$ cat config.mk
export PLATFORM = sky130hd
export DESIGN_NAME = imsel_pin_mux
export DESIGN_NICKNAME = d
export VERILOG_FILES = /design/src/rtl/imsel_pkg.sv /design/src/rtl/imsel_pin_mux.sv /design/src/rtl/imsel_mode_latch.sv
export VERILOG_INCLUDE_DIRS = /design/src /design/src/rtl
export SDC_FILE = /design/constraint.sdc
export NUM_CORES = 1
export LEC_CHECK = 0
export BUFFER_PORTS_ARGS = -buffer_cell sky130_fd_sc_hd__buf_2
export CAP_MARGIN = 0
export CORE_UTILIZATION = 47
export DETAILED_ROUTE_END_ITERATION = 8
export MAX_ROUTING_LAYER = met4
export PLACE_DENSITY = 0.78
export SETUP_SLACK_MARGIN = 0.2
export SLEW_MARGIN = 0
export SYNTH_ARGS = -nofsm -noshare
export SYNTH_HDL_FRONTEND = slang
export SYNTH_SLANG_ARGS = --single-unit
$ cat constraint.sdc
create_clock -name core_clk -period 1.75 [get_ports core_clk]
set_input_delay 0.175 -clock core_clk [delete_from_list [all_inputs] [get_ports core_clk]]
set_output_delay 0.175 -clock core_clk [all_outputs]
set_load 0.01 [all_outputs]
$ cat src/rtl/imsel_defs.svh
// Constants for the interface mode select pin multiplexer.
// Assumes inclusion by bare name from the rtl/ folder.
//
// Contract
// - Straps decode: sel2 MSB, eight codes.
// - Open strap reads one, grounded reads zero.
// - Code 111 behaves as general I/O.
// - Pin function depends only on mode.
// - Fixed pin map for each personality.
// - Exactly six personalities, one active.
// - Low reset input holds logic reset.
// - Drive VBUS enable low for power.
// - Assert low error on USB problem.
// - Only one interface active, strap chosen.
`ifndef IMSEL_DEFS_SVH
`define IMSEL_DEFS_SVH

// Pin count and strap codes, sel2 is the top bit
`define IMSEL_PIN_COUNT 7
`define IMSEL_CODE_GPIO 3'h0
`define IMSEL_CODE_UART 3'h1
`define IMSEL_CODE_PWM 3'h2
`define IMSEL_CODE_I2C 3'h3
`define IMSEL_CODE_SPIS 3'h4
`define IMSEL_CODE_SPIM 3'h5
`define IMSEL_CODE_TEST 3'h6
`define IMSEL_CODE_ALTGPIO 3'h7

// Pin positions of each function
`define IMSEL_POS_UART_TXD 0
`define IMSEL_POS_UART_RXD 1
`define IMSEL_POS_UART_RTS 2
`define IMSEL_POS_UART_CTS 3
`define IMSEL_POS_UART_TXACT 4
`define IMSEL_POS_I2C_SCL 0
`define IMSEL_POS_I2C_SDA 1
`define IMSEL_POS_SPI_SEL 3
`define IMSEL_POS_SPI_CLK 4
`define IMSEL_POS_SPI_MOSI 5
`define IMSEL_POS_SPI_MISO 6

// Reset values of registered outputs
`define IMSEL_RST_PIN_OUT 7'h00
`define IMSEL_RST_PIN_OEN 7'h7F
`define IMSEL_RST_GPIO_IN 7'h00
`define IMSEL_RST_IDLE_HIGH 1'h1
`define IMSEL_RST_IDLE_LOW 1'h0

`endif

$ cat src/rtl/imsel_pkg.sv
// Types and strap decode for the interface mode select pin multiplexer.
// Assumes imsel_defs.svh is on the include path.
`include "imsel_defs.svh"

package imsel_pkg;

	// Personality in force; IDLE before capture and for the test code
	typedef enum logic [2:0] {
		MODE_IDLE,
		MODE_GPIO,
		MODE_UART,
		MODE_PWM,
		MODE_I2C,
		MODE_SPIS,
		MODE_SPIM
	} imsel_mode_t;

	// Strap code to personality
	function automatic imsel_mode_t imsel_decode(input logic [2:0] code);
		imsel_mode_t m;
		m = MODE_IDLE;
		unique case (code)
			`IMSEL_CODE_GPIO: m = MODE_GPIO;
			`IMSEL_CODE_UART: m = MODE_UART;
			`IMSEL_CODE_PWM: m = MODE_PWM;
			`IMSEL_CODE_I2C: m = MODE_I2C;
			`IMSEL_CODE_SPIS: m = MODE_SPIS;
			`IMSEL_CODE_SPIM: m = MODE_SPIM;
			`IMSEL_CODE_TEST: m = MODE_IDLE;
			`IMSEL_CODE_ALTGPIO: m = MODE_GPIO;
		endcase
		return m;
	endfunction : imsel_decode

endpackage : imsel_pkg

$ cat src/rtl/imsel_pin_mux.sv
// Interface mode select and shared pin multiplexer, top level.
// Assumes peripheral engines on one side and pad cells on the other;
// every pad is split into input, output and active-low output enable.
`timescale 1ns/1ps
`include "imsel_defs.svh"

module imsel_pin_mux (
	// Clock, reset, enable
	input wire logic core_clk,
	input wire logic resetn,
	input wire logic clkEn,
	// Mode straps
	input wire logic modeSel0,
	input wire logic modeSel1,
	input wire logic modeSel2,
	// Shared pins, enable low while driving
	input wire logic [6:0] sharedIoIn,
	output logic [6:0] sharedIoOut,
	output logic [6:0] sharedIoOeN,
	// General I/O engine
	input wire logic [6:0] gpioOut,
	input wire logic [6:0] gpioDir,
	output logic [6:0] gpioIn,
	// UART engine
	input wire logic uartTxd,
	input wire logic uartRtsN,
	input wire logic uartTxActive,
	output logic uartRxd,
	output logic uartCtsN,
	// PWM engine
	input wire logic [3:0] pwmOut,
	// I2C master engine, open drain: high requests pulling low
	input wire logic i2cSclPullLow,
	input wire logic i2cSdaPullLow,
	output logic i2cSclIn,
	output logic i2cSdaIn,
	// SPI slave engine
	input wire logic spiSlvMiso,
	input wire logic spiSlvMisoEn,
	output logic targetSelectInN,
	output logic spiSlvClk,
	output logic spiSlvMosi,
	// SPI master engine
	input wire logic controllerSelectOutN,
	input wire logic spiMstClk,
	input wire logic spiMstMosi,
	output logic spiMstMiso,
	// USB side
	input wire logic vbusPowerReq,
	input wire logic usbFault,
	output logic vbusPowerEnN,
	output logic usbErrorN,
	// Status
	output imsel_pkg::imsel_mode_t activeMode,
	output logic modeReady,
	output logic testStrapSeen
);

	imsel_pkg::imsel_mode_t mode;
	logic captured;
	logic testStrap;

	// Strap capture, held until the next reset
	imsel_mode_latch u_latch (
		.core_clk(core_clk),
		.resetn(resetn),
		.clkEn(clkEn),
		.modeSel0(modeSel0),
		.modeSel1(modeSel1),
		.modeSel2(modeSel2),
		.mode_q(mode),
		.captured_q(captured),
		.testStrap_q(testStrap)
	);

	// One-hot personality selects; IDLE enables none of them
	logic isGpio;
	logic isUart;
	logic isPwm;
	logic isI2c;
	logic isSpis;
	logic isSpim;
	assign isGpio = (mode == imsel_pkg::MODE_GPIO);
	assign isUart = (mode == imsel_pkg::MODE_UART);
	assign isPwm = (mode == imsel_pkg::MODE_PWM);
	assign isI2c = (mode == imsel_pkg::MODE_I2C);
	assign isSpis = (mode == imsel_pkg::MODE_SPIS);
	assign isSpim = (mode == imsel_pkg::MODE_SPIM);

	// Per-mode pin drive values and enables (enable high = drive here)
	logic [6:0] uartDrv;
	logic [6:0] uartEn;
	logic [6:0] i2cEn;
	logic [6:0] spisEn;
	logic [6:0] spimDrv;
	logic [6:0] spimEn;
	assign uartDrv = {2'h0, uartTxActive, 1'h0, uartRtsN, 1'h0, uartTxd};
	assign uartEn = 7'h15;
	assign i2cEn = {5'h00, i2cSdaPullLow, i2cSclPullLow};
	assign spisEn = {spiSlvMisoEn, 6'h00};
	assign spimDrv = {1'h0, spiMstMosi, spiMstClk, controllerSelectOutN, 3'h0};
	assign spimEn = 7'h38;

	// Pin selection, only the decoded mode steers it
	logic [6:0] sharedIoOut_d;
	logic [6:0] pinEn;
	logic [6:0] sharedIoOeN_d;
	assign sharedIoOut_d = isGpio ? gpioOut :
		isUart ? uartDrv :
		isPwm ? {3'h0, pwmOut} :
		isSpis ? {spiSlvMiso, 6'h00} :
		isSpim ? spimDrv :
		7'h00; // I2C drives zero only
	// Pins with no function in the mode stay inputs
	assign pinEn = isGpio ? gpioDir :
		isUart ? uartEn :
		isPwm ? 7'h0F :
		isI2c ? i2cEn :
		isSpis ? spisEn :
		isSpim ? spimEn :
		7'h00;
	// Pad enables are active low; a cleared enable bit floats the pin
	assign sharedIoOeN_d = ~pinEn;

	// Pad outputs are registered so they never glitch on a mode edge
	always_ff @(posedge core_clk or negedge resetn) begin
		if (!resetn) begin
			sharedIoOut <= `IMSEL_RST_PIN_OUT;
			sharedIoOeN <= `IMSEL_RST_PIN_OEN;
		end else if (clkEn) begin
			sharedIoOut <= sharedIoOut_d;
			sharedIoOeN <= sharedIoOeN_d;
		end
	end

	// Inputs returned to engines; unselected engines see their idle level
	// GPIO mode hands back every pin level, also on pins that it drives
	logic [6:0] gpioIn_d;
	assign gpioIn_d = isGpio ? sharedIoIn : `IMSEL_RST_GPIO_IN;
	always_ff @(posedge core_clk or negedge resetn) begin
		if (!resetn) begin
			gpioIn <= `IMSEL_RST_GPIO_IN;
		end else if (clkEn) begin
			gpioIn <= gpioIn_d;
		end
	end

	// Serial return paths. An engine that is not selected sees its idle
	// level, so a stray pin level cannot fake a start bit or a clock edge.
	// UART and I2C lines idle high, SPI clock and data idle low.
	logic uartRxd_d;
	logic uartCtsN_d;
	logic i2cSclIn_d;
	logic i2cSdaIn_d;
	logic targetSelectInN_d;
	logic spiSlvClk_d;
	logic spiSlvMosi_d;
	logic spiMstMiso_d;
	assign uartRxd_d = isUart ? sharedIoIn[`IMSEL_POS_UART_RXD] : 1'h1;
	assign uartCtsN_d = isUart ? sharedIoIn[`IMSEL_POS_UART_CTS] : 1'h1;
	assign i2cSclIn_d = isI2c ? sharedIoIn[`IMSEL_POS_I2C_SCL] : 1'h1;
	assign i2cSdaIn_d = isI2c ? sharedIoIn[`IMSEL_POS_I2C_SDA] : 1'h1;
	assign targetSelectInN_d = isSpis ? sharedIoIn[`IMSEL_POS_SPI_SEL] : 1'h1;
	assign spiSlvClk_d = isSpis ? sharedIoIn[`IMSEL_POS_SPI_CLK] : 1'h0;
	assign spiSlvMosi_d = isSpis ? sharedIoIn[`IMSEL_POS_SPI_MOSI] : 1'h0;
	assign spiMstMiso_d = isSpim ? sharedIoIn[`IMSEL_POS_SPI_MISO] : 1'h0;

	// UART and I2C receive registers, idle high when not selected
	always_ff @(posedge core_clk or negedge resetn) begin
		if (!resetn) begin
			uartRxd <= `IMSEL_RST_IDLE_HIGH;
			uartCtsN <= `IMSEL_RST_IDLE_HIGH;
			i2cSclIn <= `IMSEL_RST_IDLE_HIGH;
			i2cSdaIn <= `IMSEL_RST_IDLE_HIGH;
		end else if (clkEn) begin
			uartRxd <= uartRxd_d;
			uartCtsN <= uartCtsN_d;
			i2cSclIn <= i2cSclIn_d;
			i2cSdaIn <= i2cSdaIn_d;
		end
	end

	// SPI receive registers; select idles deasserted, clock idles low
	always_ff @(posedge core_clk or negedge resetn) begin
		if (!resetn) begin
			targetSelectInN <= `IMSEL_RST_IDLE_HIGH;
			spiSlvClk <= `IMSEL_RST_IDLE_LOW;
			spiSlvMosi <= `IMSEL_RST_IDLE_LOW;
			spiMstMiso <= `IMSEL_RST_IDLE_LOW;
		end else if (clkEn) begin
			targetSelectInN <= targetSelectInN_d;
			spiSlvClk <= spiSlvClk_d;
			spiSlvMosi <= spiSlvMosi_d;
			spiMstMiso <= spiMstMiso_d;
		end
	end

	// Power switch and error indicator are active low; both off in reset.
	// One register stage only, so a fault shows one cycle after it is seen.
	logic vbusPowerEnN_d;
	logic usbErrorN_d;
	assign vbusPowerEnN_d = ~vbusPowerReq;
	assign usbErrorN_d = ~usbFault;
	always_ff @(posedge core_clk or negedge resetn) begin
		if (!resetn) begin
			vbusPowerEnN <= `IMSEL_RST_IDLE_HIGH;
			usbErrorN <= `IMSEL_RST_IDLE_HIGH;
		end else if (clkEn) begin
			vbusPowerEnN <= vbusPowerEnN_d;
			usbErrorN <= usbErrorN_d;
		end
	end

	// Status mirrors; one cycle behind the latch like the pads
	always_ff @(posedge core_clk or negedge resetn) begin
		if (!resetn) begin
			activeMode <= imsel_pkg::MODE_IDLE;
			modeReady <= 1'h0;
			testStrapSeen <= 1'h0;
		end else if (clkEn) begin
			activeMode <= mode;
			modeReady <= captured;
			testStrapSeen <= testStrap;
		end
	end

endmodule : imsel_pin_mux

$ cat src/rtl/imsel_mode_latch.sv
// Captures the mode straps once after reset release and holds the mode.
// Assumes strap pads resolve an open strap to one through their pull-up.
`timescale 1ns/1ps
`include "imsel_defs.svh"

module imsel_mode_latch (
	// Clock, reset, enable
	input wire logic core_clk,
	input wire logic resetn,
	input wire logic clkEn,
	// Strap levels
	input wire logic modeSel0,
	input wire logic modeSel1,
	input wire logic modeSel2,
	// Captured mode
	output imsel_pkg::imsel_mode_t mode_q,
	output logic captured_q,
	output logic testStrap_q
);

	logic [2:0] strapCode;

	// sel2 is the most significant bit
	assign strapCode = {modeSel2, modeSel1, modeSel0};

	// Caught on the first enabled edge after release, so the async reset
	// only ever loads constants; afterwards strap changes are ignored
	always_ff @(posedge core_clk or negedge resetn) begin
		if (!resetn) begin
			mode_q <= imsel_pkg::MODE_IDLE;
			captured_q <= 1'h0;
			testStrap_q <= 1'h0;
		end else if (clkEn && !captured_q) begin
			mode_q <= imsel_pkg::imsel_decode(strapCode);
			captured_q <= 1'h1;
			testStrap_q <= (strapCode == `IMSEL_CODE_TEST);
		end
	end

endmodule : imsel_mode_latch

* After elaboration in Yosys (flattened, before gate mapping)
Memory sizes are Yosys's and may differ from the RTL's. A register that Yosys moved wholly into a read port is not among the register bits.
Cells that the tools add are included.
** Word-level totals
- Memories kept :: 1
- Output and inout port bits :: 36
- Bits of input ports :: 43
- Bits in registers :: 38
- Bits in read-only memories :: 24
- Word-level logic and storage cells :: 52
** Memories
- (name not given) :: depth 8, bits a word 3, rd ports 1, clocked after Yosys merged registers in 1, wr ports 0, RTL line imsel_pkg.sv:22 : unique case (code)
** Cells by class
- Bitwise logic cells :: 3
- Eq/ne operators :: 7
- Multiplexer cells :: 20
- Reduce and logical (&&, ||, !) cells :: 3
** Operator list (count)
- 7-bit 2-to-1 mux :: 10
- 3-bit == test, second input constant :: 4
- 6-bit 2-to-1 mux :: 2
- 1-bit 2-to-1 mux :: 8
- 7-bit NOT :: 1
- 3-bit by 2-bit == test with 1-bit output, second input constant :: 2
- 3-bit by 1-bit == test with 1-bit output, second input constant :: 1
- 1-bit logical NOT :: 2
- 1-bit NOT :: 2
- 1-bit logical AND :: 1

* Logic depth before layout (Yosys ltp)
- Depth after elaboration :: 8
- Gate-level depth with buffers :: 5
- Depth with buffers taken out :: 5

* Cells and area by module
From an unflattened synthesis, not the netlist that was laid out.
** Second synthesis, totals
- Cells, all modules :: 190
- Area total of the unflattened synthesis :: 1955.6 µm²
** By module, submodules not included
- imsel_pin_mux :: times used 1, sequential area each 918.4 µm², cells each 164, area an instance 1699.1 µm²
- imsel_mode_latch :: times used 1, sequential area each 125.1 µm², cells each 26, area an instance 256.5 µm²

* Worst setup path after synthesis
Ideal clock, no wire load.
- Path kind :: reg2reg
- Start :: reg u_latch.mode_q[2]
- End :: reg sharedIoOut[6]
- Period minus slack after synthesis :: 1.232 ns
- Setup time :: 0.125 ns
- Buffers on the path :: 2
- Required time :: 1.625 ns
- Data arrival time :: 1.107 ns
- Slack :: 0.518 ns
- Stages on the path, launching flop included :: 6
- Path through :: dfrtp_1 > buf_2 > buf_2 > mux2i_1 > nor2_1 > mux2_2
** On the way
- Longest elaborated chain between the ends :: 5
- Elaborated cells on any way between the ends :: 8
- Those cells by class :: 4 x eq/ne; 4 x mux
** Ends and longest elaborated chain
- start: declaration :: RTL line imsel_mode_latch.sv:16 : output imsel_pkg::imsel_mode_t mode_q,
- 3-bit == test :: RTL line imsel_pin_mux.sv:87 : assign isSpis = (mode == imsel_pkg::MODE_SPIS);
- 7-bit 2-to-1 mux :: RTL line imsel_pin_mux.sv:111 : isSpis ? {spiSlvMiso, 6'h00} :
- 7-bit 2-to-1 mux :: RTL line imsel_pin_mux.sv:110 : isPwm ? {3'h0, pwmOut} :
- 7-bit 2-to-1 mux :: RTL line imsel_pin_mux.sv:109 : isUart ? uartDrv :
- 7-bit 2-to-1 mux * :: RTL line imsel_pin_mux.sv:108 : assign sharedIoOut_d = isGpio ? gpioOut :
- end signal: assignment :: RTL line imsel_pin_mux.sv:128 : sharedIoOut <= `IMSEL_RST_PIN_OUT;
- end signal: assignment :: RTL line imsel_pin_mux.sv:131 : sharedIoOut <= sharedIoOut_d;
- end: declaration :: RTL line imsel_pin_mux.sv:18 : output logic [6:0] sharedIoOut,
Mark *: on every way between the ends. The rest lies on a longest branch, timed or not.
A chain may end at the register's enable or synchronous reset.

* Worst setup path in the final report
- Start :: reg u_latch.mode_q[2]
- End :: reg sharedIoOeN[5]
** On the way
- Longest elaborated chain between the ends :: 8
- Elaborated cells on any way between the ends :: 13
- Those cells by class :: 6 x eq/ne; 6 x mux; 1 x bitwise
** Ends and longest elaborated chain
- 3-bit == test :: RTL line imsel_pin_mux.sv:88 : assign isSpim = (mode == imsel_pkg::MODE_SPIM);
- 6-bit 2-to-1 mux :: RTL line imsel_pin_mux.sv:120 : isSpim ? spimEn :
- 7-bit 2-to-1 mux :: RTL line imsel_pin_mux.sv:119 : isSpis ? spisEn :
- 7-bit 2-to-1 mux :: RTL line imsel_pin_mux.sv:118 : isI2c ? i2cEn :
- 7-bit 2-to-1 mux :: RTL line imsel_pin_mux.sv:117 : isPwm ? 7'h0F :
- 7-bit 2-to-1 mux :: RTL line imsel_pin_mux.sv:116 : isUart ? uartEn :
- 7-bit 2-to-1 mux * :: RTL line imsel_pin_mux.sv:115 : assign pinEn = isGpio ? gpioDir :
- 7-bit NOT * :: RTL line imsel_pin_mux.sv:123 : assign sharedIoOeN_d = ~pinEn;
- end signal: assignment :: RTL line imsel_pin_mux.sv:129 : sharedIoOeN <= `IMSEL_RST_PIN_OEN;
- end signal: assignment :: RTL line imsel_pin_mux.sv:132 : sharedIoOeN <= sharedIoOeN_d;
- end: declaration :: RTL line imsel_pin_mux.sv:19 : output logic [6:0] sharedIoOeN,
Marks and branches as above.

==> results.md <==
Run status:
- The run finished with clean final reports.

Place:
- The instance area after placement is 2360 µm².
- Including well taps, the total number of placed cells is 310.
- The number of port buffers is 78.
- Detailed placement ended at an HPWL of 3140 µm.
- The worst-case setup slack after placement is 317 ps.
- Routability-driven placement finished with a final weighted congestion of 0.783.

Drt:
- Once detail routing completed, the nets flagged for antenna violations numbered 0.
- The via count normalized by instance count is 5.03.
- The routed wire length per instance is 13.1 µm.
- The total iterations of the first detailed-routing run is 4.
- The final layout contains routed wiring with a total length of 4190 µm.
- After detailed routing, the number of remaining DRC violations is 0.
- Across all layers, the routed design uses 1603 vias.
- The violation count after the first detailed-route iteration is 68.

Yosys:
- The share of flip-flops with an asynchronous set or reset after synthesis is 100%.
- After synthesis the cells add up to 1920 µm².
- The synthesized netlist contains 36 unique library cells.
- After synthesis, flip-flops and latches occupy 54.3% of the total area.
- The per-instance average area after synthesis is 10.2 µm².
- Yosys mapped a number of flops with a built-in enable equal to 0.
- The flip-flop and latch count after synthesis is 41.
- Synthesis produced 189 cells.
- The Yosys step of the flow raised 0 warnings.
- The most used flip-flop cell after synthesis is sky130_fd_sc_hd__dfrtp_1.
- When the netlist entered floorplanning its net count stood at 235.

Global route:
- The aggregate global-route resource usage is 21.9%.
- For this run the aggregate overflow at the end of global routing stands at 0.
- The via count of the first global-routing pass is 1521.
- The first global-routing pass estimated 6910 µm of wire.
- The number of antenna violations at the first check in global routing came to 0.
- Entering global routing, the biggest net connects 42 pins.

Worst setup path:
- The kind of launch point of the worst setup path is a flip-flop.
- The worst setup path is captured at a flip-flop.
- The worst path required time is 1970 ps.
- The worst setup path is of the reg -> reg kind.
- In this run the critical register-to-register path is captured at sharedIoOeN[5].
- The setup check on the worst reg-to-reg path leaves a slack of 290 ps.
- The count of cells along the worst register-to-register path is 3.
- Along the worst path, the maximum fanout reaches 18.
- The critical register-to-register path startpoint is u_latch.mode_q[2].
- Data arrives at the worst endpoint at 1680 ps.

Clocking:
- TritonCTS built the clock tree.
- The H-tree was split into 2 levels.
- Counting every sink on the clock net gives 41.
- After clock tree synthesis, the clock-pin slew on the worst setup and hold paths is 70 ps.
- Once the clock tree was built, the setup fixing pass inserted 0 buffers.
- No sink is reached through more buffers than the 2 on the longest clock path.
- The buffer cell driving the clock tree root is sky130_fd_sc_hd__clkbuf_8.
- In this run, CTS created clock tree buffers numbering 5.
- Clock latency on the worst-skew pair, taken at its later pin, is 290 ps.

STA:
- The clock skew is 4.92 ps.
- The total count of hold-check failures in the final report is 0.
- The headroom to the max-slew limit is 62.6%.
- The tightest hold margin is 12.8 ps.
- Timing would allow up to 685 MHz.
- After layout, the worst path uses 83.4% of the clock period.
- The post-route worst setup slack is 291 ps.
- The slew at the pin with the worst max-slew slack is 562 ps.
- The final count of pins violating max slew is 0.
- The shortest clock period the worst path allows after layout is 1460 ps.
- The number of endpoints failing setup at the final stage is 0.
- Setup repair after global routing left no endpoint under its margin.
- The accumulated negative setup slack is 0 ps.

Floorplanning:
- The y dimension of the die is 65.9 µm.
- The starting utilization of the core area is 50.6%.
- In this run the core area contains 22 standard-cell rows.
- Pin placement for this block handled 79 I/O pins.
- The area of the core region is 3800 µm².
- The chip width is 65.9 µm.
- The die covers 4350 µm².

Worst hold path:
- The tightest min-delay check is of the in -> reg type.
- The launch point of the worst hold path is usbFault.
- The end point of the most critical hold path is usbErrorN.
- The worst hold path cell count is 2.

Cells and area:
- In the final layout, the share of cells above drive strength 1 is 41.3%.
- The area growth from synthesis to layout is 27.8%.
- The post-route cell area is 2450 µm².
- The most common cell after layout, fill and taps aside is sky130_fd_sc_hd__buf_2.
- In the layout the commonest cells are 78 x sky130_fd_sc_hd__buf_2, 27 x sky130_fd_sc_hd__dfrtp_1, 18 x sky130_fd_sc_hd__inv_1, 18 x sky130_fd_sc_hd__nor2_1, 17 x sky130_fd_sc_hd__nand2_1.
- The repair_antennas step left the layout with diodes totalling 0.
- For this run, the post-layout net count is 316.
- After the flow finishes, the layout carries non-filler instances totaling 319.
- The total of fill cells in the finished design is 322.

Power and ir drop:
- The static leakage is 1.20 nW.
- The power per standard cell area is 902 nW/µm².
- Across the VDD grid, the largest voltage drop is 0.512 mV.

Job:
- The tool flagged a number of max-cap violations equal to 0.
-- state kept, by name (all words and copies together), names as in the netlist, 3 cells and up --
| signal | cells |
|---|---|
| gpioIn | 7 |
| sharedIoOeN | 7 |
| sharedIoOut | 7 |
| activeMode | 3 |
| u_latch.mode_q | 3 |
-- synthesized netlist by cell type (2+ instances only) --
cell type,number,share of area (%)
sky130_fd_sc_hd__ha_1,3,2.0
sky130_fd_sc_hd__dfrtp_1,27,35
sky130_fd_sc_hd__a31oi_1,2,0.65
sky130_fd_sc_hd__o32ai_1,2,0.91
sky130_fd_sc_hd__buf_1,2,0.39
sky130_fd_sc_hd__mux2i_1,6,3.1
sky130_fd_sc_hd__buf_2,8,2.1
sky130_fd_sc_hd__o21ai_0,4,1.0
sky130_fd_sc_hd__a22oi_2,2,1.3
sky130_fd_sc_hd__or3b_1,2,0.91
sky130_fd_sc_hd__a22oi_1,2,0.78
sky130_fd_sc_hd__nand2_1,17,3.3
sky130_fd_sc_hd__nand2b_1,6,2.0
sky130_fd_sc_hd__o22ai_1,8,2.6
sky130_fd_sc_hd__mux2_1,5,2.9
sky130_fd_sc_hd__nor2_1,18,3.5
sky130_fd_sc_hd__a31o_1,2,0.91
sky130_fd_sc_hd__nor2b_1,5,1.6
sky130_fd_sc_hd__or2_1,2,0.65
sky130_fd_sc_hd__o21ai_1,7,1.8
sky130_fd_sc_hd__inv_1,18,3.5
sky130_fd_sc_hd__mux2_2,3,1.8
sky130_fd_sc_hd__a21oi_1,12,3.1
sky130_fd_sc_hd__dfstp_2,14,19
-- critical path, cell delays in order, from the launching register on --
cell and delay (ps):
sky130_fd_sc_hd__dfrtp_1 590, sky130_fd_sc_hd__nor3b_1 380, sky130_fd_sc_hd__a22oi_1 130, sky130_fd_sc_hd__mux2_2 290
-- kinds of logic after synthesis --
logic type,count (synthesis),share of synthesized area [%]
and+or+nand+nor,56,14.7
adders and majority gates,3,1.95
AOI/OAI and AO/OA,44,14.5
buffers and inverters,31,6.77
DFF,41,54.3
muxes,14,7.82
-- repair_timing --
| item | 4_1_cts | 5_1_grt |
|---|---|---|
| hold buffers | 1 | 0 |
| endpoints found under the hold margin | 27 | 0 |
| gates resized for setup | 0 | 0 |
-- layout make-up --
| cell class | instances | area, µm² | area share (%) |
|---|---|---|---|
| Clock buffer | 8 | 80.1 | 3.26 |
| Inverter | 19 | 71.3 | 2.91 |
| Multi-Input combinational cell | 117 | 747 | 30.4 |
| Sequential cell | 41 | 1040 | 42.5 |
| Tap cell | 48 | 60.1 | 2.45 |
| Timing Repair Buffer | 86 | 453 | 18.5 |
-- metal layers --
metal | vias to the layer above | track usage, % | routed length, µm | share of wire (%)
met5 | - | - | 0 | 0
met4 | 0 | 6.52 | 59 | 1.4
met3 | 5 | 5.69 | 268 | 6.4
met2 | 61 | 34.8 | 1890 | 45
met1 | 742 | 27.5 | 1970 | 47
li1 | 795 | - | - | -
-- report_power, final --
part | leakage (nW) | switching, W | total (W) | internal, W
Combinational | 0.660 | 0.000248 | 0.000477 | 0.000229
Sequential | 0.497 | 0.0000778 | 0.00115 | 0.00107
Clock | 0.0395 | 0.000302 | 0.000585 | 0.000283
Total | 1.20 | 0.000628 | 0.00221 | 0.00159
-- stage by stage --
step | utilization [%] | total power, W
after floorplan | - | 0.00143
after global placement | 62.3 | 0.00164
after detailed placement | 62.3 | 0.00165
after CTS | 64.6 | 0.00223
after global routing | 64.6 | 0.00234
final | 64.6 | 0.00221
-- worst max-delay path by stage --
| stage | start | to | slack (ps) | depth (start not counted) |
|---|---|---|---|---|
| finish | u_latch.mode_q[2] | sharedIoOeN[5] | 290 | 3 |
| global route | u_latch.mode_q[2] | sharedIoOut[4] | 210 | 3 |
| CTS | u_latch.mode_q[2] | sharedIoOeN[5] | 300 | 3 |
| detailed placement | u_latch.mode_q[2] | sharedIoOeN[5] | 320 | 3 |
| global placement | u_latch.mode_q[2] | sharedIoOeN[4] | 350 | 3 |
| floorplan | u_latch.mode_q[2] | sharedIoOut[6] | 520 | 5 |
Power figures use the tool's default switching activity.
